==> src/core/dac_cfg_pkg.sv <==
package dac_cfg_pkg;

  // Register offsets
  localparam logic [4:0] ADDR_INPUT_FORMAT = 5'h02;
  localparam logic [4:0] ADDR_PROCESSING_MODE = 5'h03;
  localparam logic [4:0] ADDR_TEST_SOURCE = 5'h04;
  localparam logic [4:0] ADDR_STROBE_SYNC = 5'h05;
  localparam logic [4:0] ADDR_FIXED_LOW = 5'h06;
  localparam logic [4:0] ADDR_FIXED_HIGH = 5'h07;
  localparam logic [4:0] ADDR_FACTORY_BYPASS = 5'h08;
  localparam logic [4:0] ADDR_TUNING_BYTE0 = 5'h09;
  localparam logic [4:0] ADDR_TUNING_BYTE1 = 5'h0a;
  localparam logic [4:0] ADDR_TUNING_BYTE2 = 5'h0b;
  localparam logic [4:0] ADDR_TUNING_BYTE3 = 5'h0c;
  localparam logic [4:0] ADDR_ANGLE_BYTE0 = 5'h0d;
  localparam logic [4:0] ADDR_ANGLE_BYTE1 = 5'h0e;
  localparam logic [4:0] ADDR_FIRST = ADDR_INPUT_FORMAT;
  localparam logic [4:0] ADDR_LAST = ADDR_ANGLE_BYTE1;

  // Reset values and writable bits
  localparam logic [7:0] RESET_ZERO = 8'h00;
  localparam logic [7:0] RESET_PROCESSING_MODE = 8'h80;
  localparam logic [7:0] RESET_TUNING_BYTE3 = 8'h40;
  localparam logic [7:0] MASK_ALL = 8'hff;
  localparam logic [7:0] MASK_TEST_SOURCE = 8'hef;
  localparam logic [7:0] MASK_STROBE_SYNC = 8'hfc;

  // input_format_control fields
  localparam int IFC_BMARK = 7;
  localparam int IFC_INTERL = 6;
  localparam int IFC_DUAL_CLK = 5;
  localparam int IFC_SIGNED = 4;
  localparam int IFC_REV_A = 3;
  localparam int IFC_REV_B = 2;
  localparam int IFC_INTERP_BYP = 1;
  localparam int IFC_FULL_BYP = 0;
  // processing_mode_control fields
  localparam int PMC_NCO_EN = 7;
  localparam int PMC_NCO_GAIN = 6;
  localparam int PMC_QMC_EN = 5;
  localparam int PMC_CM_LSB = 0;
  // test_source_control fields
  localparam int TSC_FIXED_SEL = 6;
  localparam int TSC_HALF_RATE = 5;
  localparam int TSC_UPPER_SB = 3;
  localparam int TSC_CNT_LSB = 0;
  // strobe_sync_control fields
  localparam int SSC_DIV = 7;
  localparam int SSC_NCO = 6;
  localparam int SSC_MIX = 5;
  localparam int SSC_FIFO_LSB = 2;

  // FIFO pointer sync sources
  localparam logic [2:0] FSYNC_TXEN = 3'h0;
  localparam logic [2:0] FSYNC_STROBE = 3'h1;
  localparam logic [2:0] FSYNC_FLAG = 3'h2;
  localparam logic [2:0] FSYNC_B15 = 3'h3;
  localparam logic [2:0] FSYNC_A15_ONCE = 3'h4;
  localparam logic [2:0] FSYNC_SOFT = 3'h5;
  localparam logic [2:0] FSYNC_OFF = 3'h6;
  localparam logic [2:0] FSYNC_ALWAYS = 3'h7;

  // Test counter modes
  localparam logic [2:0] CNT_ALL = 3'h4;
  localparam logic [2:0] CNT_LSB7 = 3'h5;
  localparam logic [2:0] CNT_MID5 = 3'h6;
  localparam logic [2:0] CNT_MSB5 = 3'h7;

  // Coarse mixer families, cm bits 3:2
  localparam logic [1:0] CM_HALF = 2'h1;
  localparam logic [1:0] CM_PLUS_QTR = 2'h2;
  localparam logic [1:0] CM_MINUS_QTR = 2'h3;

  localparam logic [15:0] MOST_NEG = 16'h8000;
  localparam logic [15:0] MOST_POS = 16'h7fff;

  typedef struct packed {
    logic wr;
    logic rd;
    logic [4:0] addr;
    logic [7:0] wdata;
  } reg_req_t;

  typedef struct packed {
    logic pll_disabled;
    logic strobe;
    logic flag;
    logic txen;
    logic [15:0] b;
    logic [15:0] a;
  } pin_bundle_t;

  typedef struct packed {
    logic [15:0] a;
    logic [15:0] b;
  } sample_pair_t;

  typedef enum logic {SLOT_A, SLOT_B} slot_t;

endpackage

==> src/core/dac_datapath_config.sv <==
`timescale 1ns/1ps
// Overview of operation
// [RQ1] Flag pin marks B words, else txen aligns
// [RQ2] Interleaved mode takes A and B from port A
// [RQ3] Two-clock mode only while PLL disabled
// [RQ4] Signed bit picks two's complement or offset binary
// [RQ5] Per-port reverse bit mirrors bus bit order
// [RQ6] Interpolation bypass skips all interpolation filters
// [RQ7] Full bypass skips filters, correction and oscillator
// [RQ8] Oscillator enable resets on; gain bit doubles
// [RQ9] Quadrature correction only while its enable set
// [RQ10] Coarse codes 00XX off, 01XX half-rate
// [RQ11] Codes 10XX plus quarter-rate sequences
// [RQ12] Codes 11XX minus quarter-rate sequences
// [RQ13] Fixed-value select replaces both channel inputs
// [RQ14] Half-rate gathers channel A from both ports
// [RQ15] Upper-sideband bit inverts channel B data
// [RQ16] Counter select replaces output with cyclic counter
// [RQ17] Strobe rising edge restarts enabled sync targets
// [RQ18] Selected source rising edge resets FIFO pointers
// [RQ19] Fixed value low byte first, high second
// [RQ20] Software leaves factory bypass mask at zero
// [RQ21] Tuning word from four bytes, top resets 0x40
// [RQ22] Phase offset low byte holds bits 7:0
// [RQ23] Phase offset upper byte in next register
// [RQ24] Unused bits read zero, others read back
// [RQ25] Reset values, controls reach datapath via registers
module dac_datapath_config
  import dac_cfg_pkg::*;
(
  // Clock and reset
  input wire logic clk,
  input wire logic rst_n,
  // Register access
  input wire reg_req_t reg_req,
  output logic [7:0] reg_rdata,
  // Sample port pins
  input wire logic [15:0] port_a_data_bus,
  input wire logic [15:0] port_b_data_bus,
  input wire logic transmit_enable_pin,
  input wire logic sample_flag_pin,
  input wire logic phase_strobe_pin,
  input wire logic pll_disabled_pin,
  // Converter data
  output logic [15:0] dac_a_data,
  output logic [15:0] dac_b_data,
  // Stage controls
  output logic dual_clock_mode,
  output logic interp_bypass,
  output logic qmc_active,
  output logic nco_active,
  output logic [15:0] nco_phase,
  output logic divider_restart,
  output logic fifo_ptr_reset
);

  function automatic logic [7:0] reset_value(input logic [4:0] addr);
    if (addr == ADDR_PROCESSING_MODE) begin
      return RESET_PROCESSING_MODE;
    end else if (addr == ADDR_TUNING_BYTE3) begin
      return RESET_TUNING_BYTE3;
    end
    return RESET_ZERO;
  endfunction

  function automatic logic [7:0] write_mask(input logic [4:0] addr);
    if (addr == ADDR_TEST_SOURCE) begin
      return MASK_TEST_SOURCE;
    end else if (addr == ADDR_STROBE_SYNC) begin
      return MASK_STROBE_SYNC;
    end
    return MASK_ALL;
  endfunction

  // Bus order, then number encoding; offset binary becomes signed internally
  function automatic logic [15:0] orient(input logic [15:0] d, input logic rev,
                                         input logic signed_fmt);
    logic [15:0] r;
    r = d;
    if (rev) begin
      for (int i = 0; i < 16; i++) begin
        r[i] = d[15 - i];
      end
    end
    return signed_fmt ? r : {~r[15], r[14:0]};
  endfunction

  // Saturates so the most negative code never wraps to itself
  function automatic logic [15:0] negate(input logic [15:0] x);
    return (x == MOST_NEG) ? MOST_POS : 16'(-x);
  endfunction

  function automatic sample_pair_t coarse_mix(input logic [3:0] code, input logic [1:0] step,
                                              input sample_pair_t s);
    sample_pair_t r;
    r = s;
    unique case (code[3:2])
      CM_HALF: begin
        r.a = (code[1] ^ step[0]) ? s.a : negate(s.a);
        r.b = (code[0] ^ step[0]) ? s.b : negate(s.b);
      end
      CM_PLUS_QTR: begin
        unique case (step)
          2'd0: begin r.a = s.a; r.b = s.b; end
          2'd1: begin r.a = negate(s.b); r.b = s.a; end
          2'd2: begin r.a = negate(s.a); r.b = negate(s.b); end
          2'd3: begin r.a = s.b; r.b = negate(s.a); end
        endcase
      end
      CM_MINUS_QTR: begin
        unique case (step)
          2'd0: begin r.a = s.a; r.b = s.b; end
          2'd1: begin r.a = s.b; r.b = negate(s.a); end
          2'd2: begin r.a = negate(s.a); r.b = negate(s.b); end
          2'd3: begin r.a = negate(s.b); r.b = s.a; end
        endcase
      end
      default: r = s;
    endcase
    if (code[3]) begin
      r.a = code[1] ? negate(r.a) : r.a;
      r.b = code[0] ? negate(r.b) : r.b;
    end
    return r;
  endfunction

  // Register file
  logic [7:0] cfg_q [ADDR_FIRST:ADDR_LAST];
  logic [7:0] sh_q [ADDR_FIRST:ADDR_LAST];
  logic [7:0] reg_rdata_q;
  logic sw_sync_q;

  always_ff @(posedge clk) begin
    for (int i = ADDR_FIRST; i <= ADDR_LAST; i++) begin
      if (!rst_n) begin
        cfg_q[i] <= reset_value(5'(i)); // RQ8 RQ21 RQ25
      end else if (reg_req.wr && reg_req.addr == 5'(i)) begin
        cfg_q[i] <= reg_req.wdata & write_mask(5'(i)); // RQ24
      end
    end
  end

  // One register stage between software and the datapath
  always_ff @(posedge clk) begin
    for (int i = ADDR_FIRST; i <= ADDR_LAST; i++) begin
      if (!rst_n) begin
        sh_q[i] <= reset_value(5'(i));
      end else begin
        sh_q[i] <= cfg_q[i]; // RQ25
      end
    end
  end

  always_ff @(posedge clk) begin
    if (!rst_n) begin
      reg_rdata_q <= RESET_ZERO;
    end else if (reg_req.rd) begin
      if (reg_req.addr >= ADDR_FIRST && reg_req.addr <= ADDR_LAST) begin
        reg_rdata_q <= cfg_q[reg_req.addr]; // RQ24
      end else begin
        reg_rdata_q <= RESET_ZERO;
      end
    end
  end

  always_ff @(posedge clk) begin
    if (!rst_n) begin
      sw_sync_q <= 1'b0;
    end else begin
      sw_sync_q <= reg_req.wr && reg_req.addr == ADDR_STROBE_SYNC;
    end
  end

  // Control fields as the datapath sees them
  logic bmark_en, interl_en, signed_fmt, rev_a, rev_b, full_byp;
  logic fixed_sel, half_rate, upper_sb;
  logic [3:0] cm_code;
  logic [2:0] cnt_mode, fifo_src;
  logic [15:0] fixed_value, angle_offset;
  logic [31:0] tuning_word;

  assign bmark_en = sh_q[ADDR_INPUT_FORMAT][IFC_BMARK];
  assign interl_en = sh_q[ADDR_INPUT_FORMAT][IFC_INTERL];
  assign signed_fmt = sh_q[ADDR_INPUT_FORMAT][IFC_SIGNED];
  assign rev_a = sh_q[ADDR_INPUT_FORMAT][IFC_REV_A];
  assign rev_b = sh_q[ADDR_INPUT_FORMAT][IFC_REV_B];
  assign full_byp = sh_q[ADDR_INPUT_FORMAT][IFC_FULL_BYP];
  assign fixed_sel = sh_q[ADDR_TEST_SOURCE][TSC_FIXED_SEL];
  assign half_rate = sh_q[ADDR_TEST_SOURCE][TSC_HALF_RATE];
  assign upper_sb = sh_q[ADDR_TEST_SOURCE][TSC_UPPER_SB];
  assign cm_code = sh_q[ADDR_PROCESSING_MODE][PMC_CM_LSB +: 4];
  assign cnt_mode = sh_q[ADDR_TEST_SOURCE][TSC_CNT_LSB +: 3];
  assign fifo_src = sh_q[ADDR_STROBE_SYNC][SSC_FIFO_LSB +: 3];
  assign fixed_value = {sh_q[ADDR_FIXED_HIGH], sh_q[ADDR_FIXED_LOW]}; // RQ19
  assign tuning_word = {sh_q[ADDR_TUNING_BYTE3], sh_q[ADDR_TUNING_BYTE2],
                        sh_q[ADDR_TUNING_BYTE1], sh_q[ADDR_TUNING_BYTE0]}; // RQ21
  assign angle_offset = {sh_q[ADDR_ANGLE_BYTE1], sh_q[ADDR_ANGLE_BYTE0]}; // RQ22 RQ23

  // Pin synchronisers; stage 3 only serves edge detection
  pin_bundle_t pin_s1_q, pin_s2_q, pin_s3_q, pin_now;

  always_ff @(posedge clk) begin
    if (!rst_n) begin
      pin_s1_q <= '0;
      pin_s2_q <= '0;
      pin_s3_q <= '0;
    end else begin
      pin_s1_q <= {pll_disabled_pin, phase_strobe_pin, sample_flag_pin, transmit_enable_pin,
                   port_b_data_bus, port_a_data_bus};
      pin_s2_q <= pin_s1_q;
      pin_s3_q <= pin_s2_q;
    end
  end

  assign pin_now = pin_s2_q;

  logic txen_rise, strobe_rise, flag_rise, b15_rise, a15_rise;
  assign txen_rise = pin_now.txen && !pin_s3_q.txen;
  assign strobe_rise = pin_now.strobe && !pin_s3_q.strobe;
  assign flag_rise = pin_now.flag && !pin_s3_q.flag;
  assign b15_rise = pin_now.b[15] && !pin_s3_q.b[15];
  assign a15_rise = pin_now.a[15] && !pin_s3_q.a[15];

  // Input assembly
  logic [15:0] fmt_a, fmt_b, held_a_q;
  slot_t slot_q;
  logic is_b_word, half_sel_q;
  sample_pair_t in_q;

  assign fmt_a = orient(pin_now.a, rev_a, signed_fmt); // RQ4 RQ5
  assign fmt_b = orient(pin_now.b, rev_b, signed_fmt); // RQ4 RQ5
  // Without the marker, the word arriving with the txen edge is an A word
  assign is_b_word = bmark_en ? pin_now.flag : (!txen_rise && slot_q == SLOT_B); // RQ1

  always_ff @(posedge clk) begin
    if (!rst_n) begin
      slot_q <= SLOT_A;
    end else if (!interl_en) begin
      slot_q <= SLOT_A;
    end else begin
      slot_q <= is_b_word ? SLOT_A : SLOT_B; // RQ1
    end
  end

  always_ff @(posedge clk) begin
    if (!rst_n || !half_rate || txen_rise) begin
      half_sel_q <= 1'b0;
    end else begin
      half_sel_q <= !half_sel_q;
    end
  end

  always_ff @(posedge clk) begin
    if (!rst_n) begin
      in_q <= '0;
      held_a_q <= '0;
    end else if (fixed_sel) begin
      in_q <= '{a: fixed_value, b: fixed_value}; // RQ13
    end else if (interl_en) begin
      if (is_b_word) begin
        in_q <= '{a: held_a_q, b: fmt_a}; // RQ2
      end else begin
        held_a_q <= fmt_a; // RQ2
      end
    end else if (half_rate) begin
      // Channel B carries no data in this mode
      in_q <= '{a: half_sel_q ? fmt_b : fmt_a, b: 16'h0000}; // RQ14
    end else begin
      in_q <= '{a: fmt_a, b: fmt_b};
    end
  end

  // Oscillator stage
  logic [31:0] nco_acc_q;
  logic [15:0] nco_phase_q;
  logic nco_on, nco_active_q, qmc_active_q, interp_bypass_q, dual_clock_q;
  sample_pair_t proc_q;

  assign nco_on = sh_q[ADDR_PROCESSING_MODE][PMC_NCO_EN] && !full_byp; // RQ7 RQ8

  always_ff @(posedge clk) begin
    if (!rst_n) begin
      nco_acc_q <= '0;
    end else if (strobe_rise && sh_q[ADDR_STROBE_SYNC][SSC_NCO]) begin
      nco_acc_q <= '0; // RQ17
    end else if (nco_on) begin
      nco_acc_q <= nco_acc_q + tuning_word; // RQ8
    end
  end

  always_ff @(posedge clk) begin
    if (!rst_n) begin
      nco_phase_q <= '0;
    end else begin
      nco_phase_q <= nco_acc_q[31:16] + angle_offset;
    end
  end

  always_ff @(posedge clk) begin
    if (!rst_n) begin
      proc_q <= '0;
    end else if (nco_on && sh_q[ADDR_PROCESSING_MODE][PMC_NCO_GAIN]) begin
      // Doubling saturates rather than wraps
      proc_q.a <= (in_q.a[15] != in_q.a[14]) ? (in_q.a[15] ? MOST_NEG : MOST_POS)
                                             : {in_q.a[14:0], 1'b0}; // RQ8
      proc_q.b <= (in_q.b[15] != in_q.b[14]) ? (in_q.b[15] ? MOST_NEG : MOST_POS)
                                             : {in_q.b[14:0], 1'b0}; // RQ8
    end else begin
      proc_q <= in_q; // RQ7
    end
  end

  always_ff @(posedge clk) begin
    if (!rst_n) begin
      nco_active_q <= 1'b0;
      qmc_active_q <= 1'b0;
      interp_bypass_q <= 1'b0;
      dual_clock_q <= 1'b0;
    end else begin
      nco_active_q <= nco_on;
      qmc_active_q <= sh_q[ADDR_PROCESSING_MODE][PMC_QMC_EN] && !full_byp; // RQ9 RQ7
      interp_bypass_q <= sh_q[ADDR_INPUT_FORMAT][IFC_INTERP_BYP] || full_byp; // RQ6 RQ7
      dual_clock_q <= sh_q[ADDR_INPUT_FORMAT][IFC_DUAL_CLK] && pin_now.pll_disabled; // RQ3
    end
  end

  // Coarse mixer
  logic [1:0] mix_step_q;
  sample_pair_t mixed;

  always_ff @(posedge clk) begin
    if (!rst_n || (strobe_rise && sh_q[ADDR_STROBE_SYNC][SSC_MIX])) begin
      mix_step_q <= 2'd0; // RQ17
    end else begin
      mix_step_q <= mix_step_q + 2'd1;
    end
  end

  assign mixed = coarse_mix(cm_code, mix_step_q, proc_q); // RQ10 RQ11 RQ12

  // Output selection
  logic [15:0] test_cnt_q, cnt_word, dac_a_q, dac_b_q;

  always_ff @(posedge clk) begin
    if (!rst_n) begin
      test_cnt_q <= '0;
    end else begin
      test_cnt_q <= test_cnt_q + 16'h0001;
    end
  end

  always_comb begin
    cnt_word = test_cnt_q;
    unique case (cnt_mode)
      CNT_LSB7: cnt_word = {9'h000, test_cnt_q[6:0]};
      CNT_MID5: cnt_word = {5'h00, test_cnt_q[4:0], 6'h00};
      CNT_MSB5: cnt_word = {test_cnt_q[4:0], 11'h000};
      default: cnt_word = test_cnt_q;
    endcase
  end

  always_ff @(posedge clk) begin
    if (!rst_n) begin
      dac_a_q <= '0;
      dac_b_q <= '0;
    end else if (cnt_mode[2]) begin
      dac_a_q <= cnt_word; // RQ16
      dac_b_q <= cnt_word; // RQ16
    end else begin
      dac_a_q <= mixed.a;
      dac_b_q <= upper_sb ? negate(mixed.b) : mixed.b; // RQ15
    end
  end

  // Sync pulses
  logic divider_restart_q, fifo_ptr_reset_q, a15_armed_q, fifo_event;

  always_comb begin
    unique case (fifo_src)
      FSYNC_TXEN: fifo_event = txen_rise;
      FSYNC_STROBE: fifo_event = strobe_rise;
      FSYNC_FLAG: fifo_event = flag_rise;
      FSYNC_B15: fifo_event = b15_rise;
      FSYNC_A15_ONCE: fifo_event = a15_rise && a15_armed_q;
      FSYNC_SOFT: fifo_event = sw_sync_q;
      FSYNC_OFF: fifo_event = 1'b0;
      FSYNC_ALWAYS: fifo_event = 1'b1;
    endcase
  end

  // Rearming on every sync register write lets software retry the one-shot
  always_ff @(posedge clk) begin
    if (!rst_n || sw_sync_q) begin
      a15_armed_q <= 1'b1;
    end else if (fifo_src == FSYNC_A15_ONCE && a15_rise) begin
      a15_armed_q <= 1'b0; // RQ18
    end
  end

  always_ff @(posedge clk) begin
    if (!rst_n) begin
      divider_restart_q <= 1'b0;
      fifo_ptr_reset_q <= 1'b0;
    end else begin
      divider_restart_q <= strobe_rise && sh_q[ADDR_STROBE_SYNC][SSC_DIV]; // RQ17
      fifo_ptr_reset_q <= fifo_event; // RQ18
    end
  end

  assign reg_rdata = reg_rdata_q;
  assign dac_a_data = dac_a_q;
  assign dac_b_data = dac_b_q;
  assign dual_clock_mode = dual_clock_q;
  assign interp_bypass = interp_bypass_q;
  assign qmc_active = qmc_active_q;
  assign nco_active = nco_active_q;
  assign nco_phase = nco_phase_q;
  assign divider_restart = divider_restart_q;
  assign fifo_ptr_reset = fifo_ptr_reset_q;

endmodule

==> config.mk <==
export PLATFORM = sky130hd
export DESIGN_NAME = dac_datapath_config
export DESIGN_NICKNAME = d
export VERILOG_FILES = /design/src/core/dac_cfg_pkg.sv /design/src/core/dac_datapath_config.sv
export SDC_FILE = /design/constraint.sdc
export NUM_CORES = 1
export LEC_CHECK = 0
export BUFFER_PORTS_ARGS = -buffer_cell sky130_fd_sc_hd__buf_2
export CAP_MARGIN = 5
export CELL_PAD_IN_SITES_DETAIL_PLACEMENT = 1
export CELL_PAD_IN_SITES_GLOBAL_PLACEMENT = 1
export CORE_MARGIN = 2
export CORE_UTILIZATION = 48
export DETAILED_ROUTE_END_ITERATION = 12
export PLACE_DENSITY_LB_ADDON = 0.12
export SLEW_MARGIN = 0
export SYNTH_ARGS = -nofsm -noshare
export SYNTH_HDL_FRONTEND = slang
export SYNTH_SLANG_ARGS = --single-unit
==> constraint.sdc <==
create_clock -name clk -period 5.7 [get_ports clk]
set_input_delay 0.855 -clock clk [delete_from_list [all_inputs] [get_ports clk]]
set_output_delay 0.855 -clock clk [all_outputs]
set_load 0.02 [all_outputs]
-- Word-level counts from Yosys, hierarchy flattened
Memories as Yosys holds them, arrays and structs flattened.
Cells that the tools add are included.
Widths: inputs -> output; s select.
- word-level logic and storage cells: 290
- output and inout bits: 62
- memory bits (writable): 208
- bits of input ports: 53
- memories: 2
- register bits after elaboration: 303
- add/subtract/negate cells: 9
- mux-type cells: 117
- eq/ne operators: 37
- magnitude comparators: 2
- bitwise gates (word level): 35
- reduce and logical (&&, ||, !) cells: 49
- memories (name ; words ; bits a word ; read ports ; clocked after memory_dff ; wr ports ; line ; source):
    cfg_q ; 13 ; 8 ; 14 ; 0 ; 13 ; dac_datapath_config.sv:128 ; logic [7:0] cfg_q [ADDR_FIRST:ADDR_LAST];
    sh_q ; 13 ; 8 ; 12 ; 0 ; 13 ; dac_datapath_config.sv:129 ; logic [7:0] sh_q [ADDR_FIRST:ADDR_LAST];
- operator list (operator ; number):
    $mux 16 ; 21
    $mux 8 ; 34
    $pmux 32 s4 ; 2
    $mux 32 ; 6
    $pmux 32 s3 ; 1
    $eq 16x16->1 const B ; 5
    $neg 16->16 ; 5
    $mux 1 ; 48
    $pmux 16 s3 ; 1
    $eq 5x4->1 const B ; 7
    $add 32x32->32 ; 1
    $logic_and 1x1->1 ; 29
    $or 1x1->1 ; 26
    $eq 3x3->1 const B ; 7
    $eq 5x3->1 const B ; 4
    $add 16x1->16 const B ; 1
    $add 16x16->16 ; 1
    $and 8x8->8 ; 2
    $eq 5x2->1 const B ; 2
    $logic_not 1->1 ; 10
    $eq 2x2->1 const B ; 4
    $pmux 1 s8 ; 1
    $mux 7 ; 1
    $eq 3x2->1 const B ; 2
    other kinds (17) ; 28

-- Depth between registers and ports, before layout
Gate-level depths: netlist (run 1).
- depth after elaboration: 12
- mapped depth: 22
- mapped depth without buffers: 20

-- Worst setup path after synthesis (run 1)
No wires, ideal clock.
- kind: register to register
- start point: register proc_q[3] (netlist name)
- end point: register dac_b_q[9], in the netlist dac_b_data[9]
- library setup time: 0.132 ns
- path slack: 0.948 ns
- data arrival time: 4.619 ns
- buffers on the path: 3
- stages on the path, launching flop included: 20
- cells stage by stage: dfxtp_1 buf_2 or4_1 buf_2 nor4_2 mux2i_1 a311oi_1 o32ai_1 nand4b_1 nor3_1 and3_1 clkbuf_1 nor2_1 ha_1 nand4_1 nor4_2 nand3_1 nor4_4 o41ai_1 a21oi_1
- longest elaborated chain between the ends: 12
- RTL lines (element ; line ; source):
    start: declaration ; dac_datapath_config.sv:277 ; sample_pair_t proc_q;
    start signal: assignment ; dac_datapath_config.sv:309 ; proc_q <= in_q;
    $neg 16->16 or $eq 16x16->1 (tied branches) ; dac_datapath_config.sv:90 ; return (x == MOST_NEG) ? MOST_POS : 16'(-x);
    $mux 16 ; dac_datapath_config.sv:90 ;
    $pmux 32 s4, or another cell as far along ; dac_datapath_config.sv:111 ; unique case (step)
    $pmux 32 s3 * ; dac_datapath_config.sv:97 ; unique case (code[3:2])
    $neg 16->16 or $eq 16x16->1 (tied branches) ; dac_datapath_config.sv:90 ;
    $mux 16 ; dac_datapath_config.sv:90 ;
    $mux 16 ; dac_datapath_config.sv:122 ; r.b = code[0] ? negate(r.b) : r.b;
    $mux 32 * ; dac_datapath_config.sv:120 ; if (code[3]) begin
    $neg 16->16 or $eq 16x16->1 (tied branches) ; dac_datapath_config.sv:90 ;
    $mux 16 ; dac_datapath_config.sv:90 ;
    $mux 16 * ; dac_datapath_config.sv:371 ; dac_b_q <= upper_sb ? negate(mixed.b) : mixed.b;
    $mux 16 * ; dac_datapath_config.sv:366 ; end else if (cnt_mode[2]) begin
    end signal: assignment ; dac_datapath_config.sv:368 ; dac_b_q <= cnt_word;
    end signal: assignment ; dac_datapath_config.sv:371 ;
    end: declaration ; dac_datapath_config.sv:342 ; logic [15:0] test_cnt_q, cnt_word, dac_a_q, dac_b_q;
Mark *: on every way between the ends. The rest lies on a longest branch, timed or not.
A chain may end at the register's enable or synchronous reset.

-- Worst setup path after layout (run 1)
- start point: register proc_q[1] (netlist name)
- end point: register dac_b_q[13], in the netlist dac_b_data[13]
The elaborated chain is that of the path after synthesis.

==> results by group, run 1 <==
Run status
  • Status: finished clean

CTS
  • CTS tree: yes
  • Clock-pin slew on the worst setup and hold paths: approximately 0.060 ns
  • Root Buffer: clkbuf_16
  • Clock latency on the worst-skew pair: between 0.6 and 0.7 ns
  • Hold buffers post-CTS: 0
  • Post-CTS Setup Repair Bufs: 0
  • H-tree levels: 2
  • CTS resizes: 0
  • CTS buffer count: 50
  • Clock tree buffer depth: 3
  • Sink Count: about 470

Pwr
  • Int Pwr: around 6100 uW
  • Power per cell area: approximately 330 nW/um^2
  • Sw Ratio: 0.307
  • VDD IR-drop max: around 0.00024 V
  • Total net switching power: around 2700 uW
  • Clock Power Share: 0.374
  • Reg power frac: 0.425
  • Static leakage: 0.0108 uW
  • Logic pwr share: 0.201

Floorplanning
  • DIE WIDTH: ~230 um
  • Die area: between 50000 and 60000 sq um
  • Chip height: roughly 230 um
  • Initial Util: 0.488
  • Ports: roughly 120
  • Core Area: 49100 sq um
  • FP Rows: between 80 and 90

Global route
  • Gr usage total: 0.329
  • Initial antenna violation count: 3
  • Global-route wire length before repair: 130000 um
  • Vias in the first global route: approximately 22000
  • GRT overflow: 0
  • Largest net degree at the start of global routing: 106

Synth
  • Top area cells in the synthesized netlist: dfxtp_1, edfxtp_1, and2_1
  • Warnings from Yosys: 0
  • Count leader, synth: dfxtp_1
  • Asr flop ratio synth: 0
  • Synth top area share: 0.304
  • Register area share after synthesis: 0.431
  • Cells after synthesis: approximately 2700
  • Synth area leader: dfxtp_1
  • Synthesized area: 23900 sq um
  • Distinct cells, synth: 87
  • #FFs+latches synth: between 400 and 500
  • Synthesized area per cell: between 8 and 9 sq um
  • Post-synth EDFFs: a little over 100
  • Most used DFF post-synth: dfxtp_1
  • Commonest cells post-synth: dfxtp_1, and2_1, nor2_1
  • Syn Nets: approximately 2800

Route
  • Via count: between 20000 and 25000
  • DRC violations left: 0
  • Initial drt markers: 1725
  • Router iterations before antenna repair: 5
  • Final ANT Viol Nets: 0
  • Final WL: between 80000 and 90000 um
  • DR WL/cell: 24.5 um
  • Vias/cell: 6.08

STA
  • Setup ws final: 0.330 ns
  • RSZ-0062 raised after global routing: false
  • Max-slew headroom: 0.116
  • Setup violators final: 0
  • Final setup TNS: 0 ns
  • Minimum clock period: approximately 5.4 ns
  • Final Hold Violating Endpoints: 0
  • Max-slew violations: 0
  • Final period util: 0.942
  • Least-Margin Pin Slew: between 1 and 1.5 ns
  • Clock skew: 0.0168 ns
  • Min Hold Slack: 0.429 ns
  • Maximum clock rate: ~0.19 GHz

Critical path
  • Worst Path Required: roughly 6.2 ns
  • Critical path type: reg2reg
  • CP Capture Type: flip-flop
  • Critical Path Start Type: flip-flop
  • Worst Path Max Fanout: 10
  • Worst path arrival time: approximately 5.9 ns

Placement
  • # port buffers: about 110
  • RePlAce Congestion: around 1.0
  • Dpl hpwl: between 60000 and 70000 um
  • DP Worst Slack: approximately 0.44 ns

Finish
  • Nets: roughly 2900
  • Fin util: 0.547
  • P&R area growth vs syn: 12.1%
  • Share of cells above drive strength 1: 0.125

Job
  • Max Cap Viol: 0

Worst hold path
  • Min-delay worst type: reg2reg
## worst max-delay path, cell delays in order, from the launching register on
cell and delay (ns):
dfxtp_1 0.37, nor3_1 0.72, and2_0 0.43, xnor2_1 0.12, a221o_1 0.32, o32ai_2 0.51
nand2_1 0.23, or3_1 0.57, o31a_1 0.32, mux2_2 0.32, or4_4 0.53, nor4_4 0.43
nor2_2 0.18, a21oi_1 0.22
## area by class of cell
cell class                      count  area (sq um)
Clock buffer                       79          1480
Antenna cell                        2          5.00
Timing Repair Buffer              185          1100
Sequential cell                   465         10300
Fill cell                        5761         22200
Inverter                           70           265
Tap cell                          664           831
Clock inverter                     14           181
Multi-Input combinational cell   1976         12700
## stage by stage
step,instance area [sq um],instances,power [uW]
6_report,26900,3455,8860
4_1_cts,26800,3452,8870
3_5_place_dp,25200,3359,5570
3_3_place_gp,25200,3359,5510
5_1_grt,26900,3454,9190
2_1_floorplan,23900,2695,4940
## worst paths after layout
kind	depth (start not counted)	to	slack, ns	startpoint
worst max-delay path	13	dac_b_data[13]	0.33	proc_q[1]
worst min-delay path	2	qmc_active	0.43	sh_q[0][29]
worst max register to register	13	dac_b_data[13]	0.33	proc_q[1]
worst min register to register	2	qmc_active	0.43	sh_q[0][29]
## kinds of logic after synthesis
group | count (synthesis) | synth area share
DFF | 465 | 0.431
adders and majority gates | 64 | 0.0341
buffers and inverters | 254 | 0.0406
AOI/OAI and AO/OA | 687 | 0.185
and+or+nand+nor | 1047 | 0.229
xor gates and xnor gates | 93 | 0.0340
muxes | 85 | 0.0463
## placed cells by master, fill, tap and decap left out, types with 20 or more instances in the layout
master,synthesis,layout
dfxtp_1,364,364
and2_1,281,281
nor2_1,227,226
a21oi_1,220,220
nand2_1,213,213
o21ai_0,126,124
buf_2,6,114
edfxtp_1,101,101
buf_4,1,71
inv_1,68,67
nand3_1,67,67
a211oi_1,66,66
xnor2_1,62,62
ha_1,62,62
nor3_1,60,60
clkbuf_16,0,52
mux2i_1,40,40
nand2b_1,34,34
or3_1,34,34
xor2_1,31,31
a31oi_1,29,29
mux2_2,27,27
a211o_1,27,27
a21o_1,25,25
a221oi_1,20,20
## metal layers
metal	global-route usage	routed length (um)
met3	0.0421	4390
met1	0.422	35700
met4	0.141	3550
met5	0	27
met2	0.559	41100
## registers in the layout (all words and copies together) (netlist names), 32 cells and up
signal,count
in_q,32
cfg_q,101
pin_s1_q,36
nco_acc_q,32
proc_q,32
pin_now,36
sh_q,91
## power groups by stage
stage | Clock [uW] | Sequential (uW) | Combinational (uW)
floorplan | 0 | 3770 | 1160
global placement | 0 | 3820 | 1700
detailed placement | 0 | 3830 | 1740
CTS | 3360 | 3760 | 1760
global route | 3480 | 3780 | 1930
finish | 3320 | 3760 | 1780
No activity file was read; power rests on OpenSTA's default activity.
==> inputs of run 2 (changes only) <==
==> constraint.sdc (replaced) <==
create_clock -name clk -period 5.3 [get_ports clk]
set_input_delay 0.795 -clock clk [delete_from_list [all_inputs] [get_ports clk]]
set_output_delay 0.795 -clock clk [all_outputs]
set_load 0.02 [all_outputs]
==> results by group, run 2 (synthesis gave the netlist of run 1 again) <==
Placement
  • Post-placement cell area: 25500 sq um (was 25200 sq um)
  • Dpl hpwl: 63600 um (was 62700 um)
  • # port buffers: 114 (unchanged)
  • RePlAce Congestion: 0.993 (was 1.02)
  • DP Worst Slack: 0.236 ns (was 0.439 ns)

STA
  • Maximum clock rate: 0.197 GHz (was 0.186 GHz)
  • Final setup TNS: 0 ns (unchanged)
  • Least-Margin Pin Slew: 1.27 ns (was 1.31 ns)
  • Max-slew violations: 0 (unchanged)
  • Clock skew: 0.0311 ns (was 0.0168 ns)
  • Minimum clock period: 5.07 ns (was 5.37 ns)
  • Final Hold Violating Endpoints: 0 (unchanged)
  • Min Hold Slack: 0.372 ns (was 0.429 ns)
  • Setup ws final: 0.234 ns (was 0.330 ns)
  • Max-slew headroom: 0.143 (was 0.116)
  • Setup violators final: 0 (unchanged)
  • Final period util: 0.956 (was 0.942)

Critical path
  • Buf/Inv on CP: 2 (was 0)
  • Worst path arrival time: 5.60 ns (was 5.90 ns)
  • Top delay family on crit path: simple AND/OR/NAND/NOR gates (unchanged)
  • RR Endpoint: dac_b_data[5] (was dac_b_data[13])
  • Critical path type: reg2reg (unchanged)
  • Cells on worst reg2reg path: 19 (was 13)
  • Worst Path Required: 5.84 ns (was 6.23 ns)
  • Worst Path Max Fanout: 10 (unchanged)
  • Critical Path Start Type: flip-flop (unchanged)
  • Worst reg2reg path startpoint: proc_q[1] (unchanged)
  • R2r setup slk: 0.23 ns (was 0.33 ns)
  • Crit-path most repeated cell: nor4_4
  • CP Capture Type: flip-flop (unchanged)
  • Crit path cell chain: inv_1 -> ha_2 -> or3b_2 -> or4_4 -> a31oi_1 -> o21ai_0 -> o2111ai_1 -> nand4b_1 -> nor3_1 -> and3_1 -> nor2_1 -> ha_1 -> nand4_1 -> nor4_4 -> nand3_2 -> nor4_4 -> buf_4 -> nor2_2 -> a21oi_1 (was nor3_1 -> and2_0 -> xnor2_1 -> a221o_1 -> o32ai_2 -> nand2_1 -> or3_1 -> o31a_1 -> mux2_2 -> or4_4 -> nor4_4 -> nor2_2 -> a21oi_1)
  • CP max-delay cell: o2111ai_1 (was nor3_1)
  • Delay of the slowest critical-path stage: 0.55 ns (was 0.72 ns)

Floorplanning
  • Core Area: 49100 sq um (unchanged)
  • Ports: 115 (unchanged)
  • FP Rows: 81 (unchanged)
  • Initial Util: 0.488 (unchanged)
  • Die area: 51700 sq um (unchanged)
  • DIE WIDTH: 227 um (unchanged)
  • Chip height: 227 um (unchanged)

Global route
  • Vias in the first global route: 22000 (was 21600)
  • Initial antenna violation count: 5 (was 3)
  • Global-route wire length before repair: 132000 um (was 130000 um)
  • GRT overflow: 0 (unchanged)
  • Gr usage total: 0.334 (was 0.329)
  • Largest net degree at the start of global routing: 104 (was 106)

Pwr
  • Power per cell area: 359 nW/um^2 (was 330 nW/um^2)
  • Clock Power Share: 0.385 (was 0.374)
  • Int Pwr: 6810 uW (was 6140 uW)
  • VDD IR-drop max: 0.000268 V (was 0.000235 V)
  • Reg power frac: 0.411 (was 0.425)
  • Static leakage: 0.0111 uW (was 0.0108 uW)
  • Total net switching power: 3020 uW (was 2720 uW)
  • Sw Ratio: 0.307 (about the same)
  • Logic pwr share: 0.205 (was 0.201)

Route
  • Initial drt markers: 1776 (was 1725)
  • DR WL/cell: 24.6 um (was 24.5 um)
  • Vias/cell: 6.10 (was 6.08)
  • Final WL: 86100 um (was 84800 um)
  • Final ANT Viol Nets: 0 (unchanged)
  • Router iterations before antenna repair: 6 (was 5)
  • Via count: 21300 (was 21000)
  • DRC violations left: 0 (unchanged)

Job
  • Max Cap Viol: 0 (unchanged)

CTS
  • CTS tree: yes (unchanged)
  • Clock tree buffer depth: 3 (unchanged)
  • Clock-pin slew on the worst setup and hold paths: 0.06 ns (about the same)
  • CTS buffer count: 50 (unchanged)
  • Clock latency on the worst-skew pair: 0.63 ns (was 0.61 ns)
  • Root Buffer: clkbuf_16 (unchanged)
  • Sink Count: 465 (unchanged)
  • H-tree levels: 2 (unchanged)

Finish
  • Fill count: 5681 (was 5761)
  • Most frequent cells in the layout: dfxtp_1, and2_1, nor2_1 (unchanged)
  • Most common cell after layout, fill and taps aside: dfxtp_1 (unchanged)
  • Largest registers: cfg_q x101, sh_q x91 (unchanged)
  • Largest register FFs: 101 (unchanged)
  • Fin util: 0.558 (was 0.547)
  • P&R area growth vs syn: 14.3% (was 12.1%)
  • Most flop-heavy register: cfg_q (unchanged)
  • Final instance area: 27400 sq um (was 26900 sq um)
  • Share of cells above drive strength 1: 0.144 (was 0.125)
  • Nets: 2909 (was 2865)

Worst hold path
  • Worst Hold End: pin_s1_q[24] (was qmc_active)
  • Min-delay worst type: in2reg (was reg2reg)
  • Hold Path Origin: port_b_data_bus[8] (was sh_q[0][29])
  • WHS Path Cells: 2 (unchanged)

Run status
  • Status: finished clean (unchanged)
[run 2: worst register-to-register path, cell delays in order, from the launching register on]
cell and delay, ns:
dfxtp_1 0.39, inv_1 0.14, ha_2 0.27, or3b_2 0.52, or4_4 0.49, a31oi_1 0.18
o21ai_0 0.10, o2111ai_1 0.55, nand4b_1 0.24, nor3_1 0.09, and3_1 0.23, nor2_1 0.22
ha_1 0.24, nand4_1 0.17, nor4_4 0.23, nand3_2 0.17, nor4_4 0.28, buf_4 0.19
nor2_2 0.10, a21oi_1 0.21
[run 2: layout make-up]
cell class	instances	area (sq um)	share of cell area
sequential	465	10300	0.377
tap	664	831	0.0304
inverter	70	265	0.00969
clock buffer	63	1430	0.0521
multi-input combinational	1976	12700	0.464
antenna	1	2.50	0.0000914
timing repair buffer	229	1450	0.0528
clock inverter	30	378	0.0138
[run 2: power by group through the flow]
stage                     sequential [uW]  combinational, uW  clock (uW)
after floorplan                      4060               1250           0
after global placement               4100               1890           0
after global routing                 4060               2170        3980
final                                4040               2010        3780
after CTS                            4040               1970        3830
after detailed placement             4110               1940           0
[run 2: what timing repair did]
item	CTS	global route
hold buffers	0	0
resized for setup	0	8
buffers inserted	0	6
endpoints found under the setup margin	0	15
[run 2: worst max path at each step]
stage                          from             end  slack, ns  depth (start not counted)
after detailed placement  proc_q[1]  dac_b_data[14]       0.24                         21
after floorplan           proc_q[3]   dac_b_data[9]       0.55                         19
after global routing      proc_q[1]   dac_b_data[1]      -0.01                         21
final                     proc_q[1]   dac_b_data[5]       0.23                         19
after CTS                 proc_q[1]  dac_b_data[14]       0.19                         21
after global placement    proc_q[0]  dac_b_data[10]       0.42                         17
[run 2: stage by stage]
step	std cells	total power (uW)
2_1_floorplan	2695	5310
3_3_place_gp	3395	5990
3_5_place_dp	3395	6050
4_1_cts	3488	9830
5_1_grt	3497	10200
6_report	3498	9840
[run 2: routing by layer]
metal  GRT usage  up-vias  wire [um]  share of wire
li1            -     9792          -              -
met1       0.421    10600      35100           0.41
met2       0.562      695      41500           0.48
met3      0.0586      209       5710          0.066
met4       0.142        4       3860          0.045
met5           0        -         26        0.00030
==> inputs of run 3 (changes only) <==
--- a/config.mk
+++ b/config.mk
@@ -10,7 +10,8 @@
 export CELL_PAD_IN_SITES_DETAIL_PLACEMENT = 1
 export CELL_PAD_IN_SITES_GLOBAL_PLACEMENT = 1
 export CORE_MARGIN = 2
-export CORE_UTILIZATION = 48
+export CORE_UTILIZATION = 49
+export CTS_BUF_LIST = sky130_fd_sc_hd__clkbuf_8
 export DETAILED_ROUTE_END_ITERATION = 12
 export PLACE_DENSITY_LB_ADDON = 0.12
 export SLEW_MARGIN = 0
==> results by group, run 3 (synthesis gave the netlist of run 1 again) <==
Run status
  • Status: finished clean (unchanged)

Pwr
  • VDD IR-drop max: 0.000253 V (was 0.000268 V)
  • Power per cell area: 342 nW/um^2 (was 359 nW/um^2)
  • Static leakage: 0.0112 uW (was 0.0111 uW)

Route
  • DR WL/cell: 25.1 um (was 24.6 um)
  • Final ANT Viol Nets: 0 (unchanged)
  • Router iterations before antenna repair: 5 (was 6)
  • Vias/cell: 6.17 (was 6.10)
  • Initial drt markers: 1955 (was 1776)
  • DRC violations left: 0 (unchanged)
  • Via count: 21700 (was 21300)
  • Final WL: 88300 um (was 86100 um)

Finish
  • Largest register FFs: 101 (unchanged)
  • Final instance area: 27200 sq um (was 27400 sq um)
  • P&R area growth vs syn: 13.4% (was 14.3%)
  • Fill count: 5632 (was 5681)
  • Share of cells above drive strength 1: 0.151 (was 0.144)
  • Largest registers: cfg_q x101, sh_q x91 (unchanged)
  • Most frequent cells in the layout: dfxtp_1, and2_1, nor2_1 (unchanged)
  • Most common cell after layout, fill and taps aside: dfxtp_1 (unchanged)
  • Nets: 2946 (was 2909)
  • Most flop-heavy register: cfg_q (unchanged)

STA
  • Maximum clock rate: 0.197 GHz (about the same)
  • Setup ws final: 0.227 ns (was 0.234 ns)
  • Minimum clock period: 5.07 ns (about the same)
  • Final Hold Violating Endpoints: 0 (unchanged)
  • Max-slew headroom: 0.166 (was 0.143)
  • Clock skew: 0.0378 ns (was 0.0311 ns)
  • Min Hold Slack: 0.329 ns (was 0.372 ns)
  • Least-Margin Pin Slew: 1.24 ns (was 1.27 ns)
  • Max-slew violations: 0 (unchanged)
  • Setup violators final: 0 (unchanged)
  • RSZ-0062 raised after global routing: false
  • Final period util: 0.957 (was 0.956)
  • Final setup TNS: 0 ns (unchanged)

Global route
  • GR peak layer: met2 (unchanged)
  • Largest net degree at the start of global routing: 117 (was 104)
  • Met1 GRT Util: 0.441 (was 0.421)
  • Met2 global-route usage: 0.584 (was 0.562)
  • Met3 Usage GRT: 0.0542 (was 0.0586)
  • Global-route wire length before repair: 135000 um (was 132000 um)
  • GRT overflow: 0 (unchanged)
  • Gr usage total: 0.349 (was 0.334)
  • Vias in the first global route: 22500 (was 22000)
  • Initial antenna violation count: 5 (unchanged)

Placement
  • Dpl hpwl: 65100 um (was 63600 um)
  • Post-placement cell area: 25500 sq um (about the same)
  • # port buffers: 114 (unchanged)
  • RePlAce Congestion: 1.00 (was 0.993)
  • DP Worst Slack: 0.266 ns (was 0.236 ns)

CTS
  • CTS buffer count: 80 (was 50)
  • Clock-pin slew on the worst setup and hold paths: 0.08 ns (was 0.06 ns)
  • Clock latency on the worst-skew pair: 0.70 ns (was 0.63 ns)
  • Clock tree buffer depth: 3 (unchanged)
  • H-tree levels: 3 (was 2)
  • Hold buffers post-CTS: 0 (unchanged)
  • CTS tree: yes (unchanged)
  • Sink Count: 465 (unchanged)
  • Root Buffer: clkbuf_8 (was clkbuf_16)

Critical path
  • Worst Path Max Fanout: 10 (unchanged)
  • Worst path arrival time: 5.67 ns (was 5.60 ns)
  • Worst Path Required: 5.90 ns (was 5.84 ns)
  • Critical Path Start Type: flip-flop (unchanged)
  • Critical path type: reg2reg (unchanged)
  • CP Capture Type: flip-flop (unchanged)

Floorplanning
  • Core Area: 48500 sq um (was 49100 sq um)
  • Ports: 115 (unchanged)
  • Initial Util: 0.493 (was 0.488)
  • FP Rows: 81 (unchanged)
  • Die area: 50700 sq um (was 51700 sq um)
  • DIE WIDTH: 225 um (was 227 um)
  • Chip height: 225 um (was 227 um)

Job
  • Max Cap Viol: 0 (unchanged)

Worst hold path
  • Min-delay worst type: in2reg (unchanged)
## run 3: cell count changes in the layout (fill, tap and decap cells not counted), moves of 8 or more
| cell | before | now |
|---|---|---|
| clkbuf_8 | 4 | 96 |
| inv_1 | 67 | 103 |
| buf_4 | 112 | 120 |
| clkbuf_16 | 54 | 0 |
## run 3: area by class of cell
class                      instances  area (sq um)  area share
timing repair buffer             236          1530      0.0565
clock buffer                      96          1320      0.0486
sequential                       465         10300       0.380
antenna                            3          7.51    0.000276
inverter                          70           265     0.00977
multi-input combinational       1976         12700       0.467
tap                              622           778      0.0287
clock inverter                    49           253     0.00930
## run 3: repair_timing
item                                    4_1_cts  5_1_grt
buffers inserted                              0        3
endpoints found under the setup margin        0       13
gates resized for setup                       0        4
hold endpoints to repair                      0        0
## run 3: final timing paths
check / from / endpoint / slack, ns / cells past startpoint
worst max-delay path: proc_q[1] / dac_b_data[4] / 0.23 / 18
worst min-delay path: port_b_data_bus[9] / pin_s1_q[25] / 0.33 / 2
worst max register to register: proc_q[1] / dac_b_data[4] / 0.23 / 18
worst min register to register: pin_s1_q[25] / pin_now[25] / 0.43 / 1
## run 3: routing by layer
| metal | vias to the layer above | wire length (um) |
|---|---|---|
| li1 | 9880 | - |
| met1 | 10800 | 37100 |
| met2 | 767 | 42000 |
| met3 | 223 | 4760 |
| met4 | 0 | 4390 |
| met5 | - | 0 |
## run 3: power breakdown
group,switching [uW],total (uW),internal [uW]
combinational,1280,2030,749
clock,1520,3210,1690
sequential,192,4040,3850
## run 3: critical path, stage by stage, from the launching register on
cell	delay (ns)
dfxtp_1	0.38
inv_1	0.13
ha_1	0.22
or3b_2	0.52
or4_4	0.50
nor3_4	0.49
o221ai_1	0.39
nand4b_1	0.28
nor3_1	0.09
and3_1	0.23
nor2_1	0.19
ha_1	0.23
nand4_1	0.14
nor4_2	0.22
nand3_1	0.19
nor4_4	0.27
buf_4	0.19
nor2_2	0.10
a21oi_1	0.21
## run 3: metrics by stage
step                       util  power [uW]  cells
final                     0.560        9280   3517
after global routing      0.559        9650   3516
after CTS                 0.558        9270   3508
after detailed placement  0.525        6070   3363
after global placement    0.525        6010   3363
after floorplan               -        5310   2695
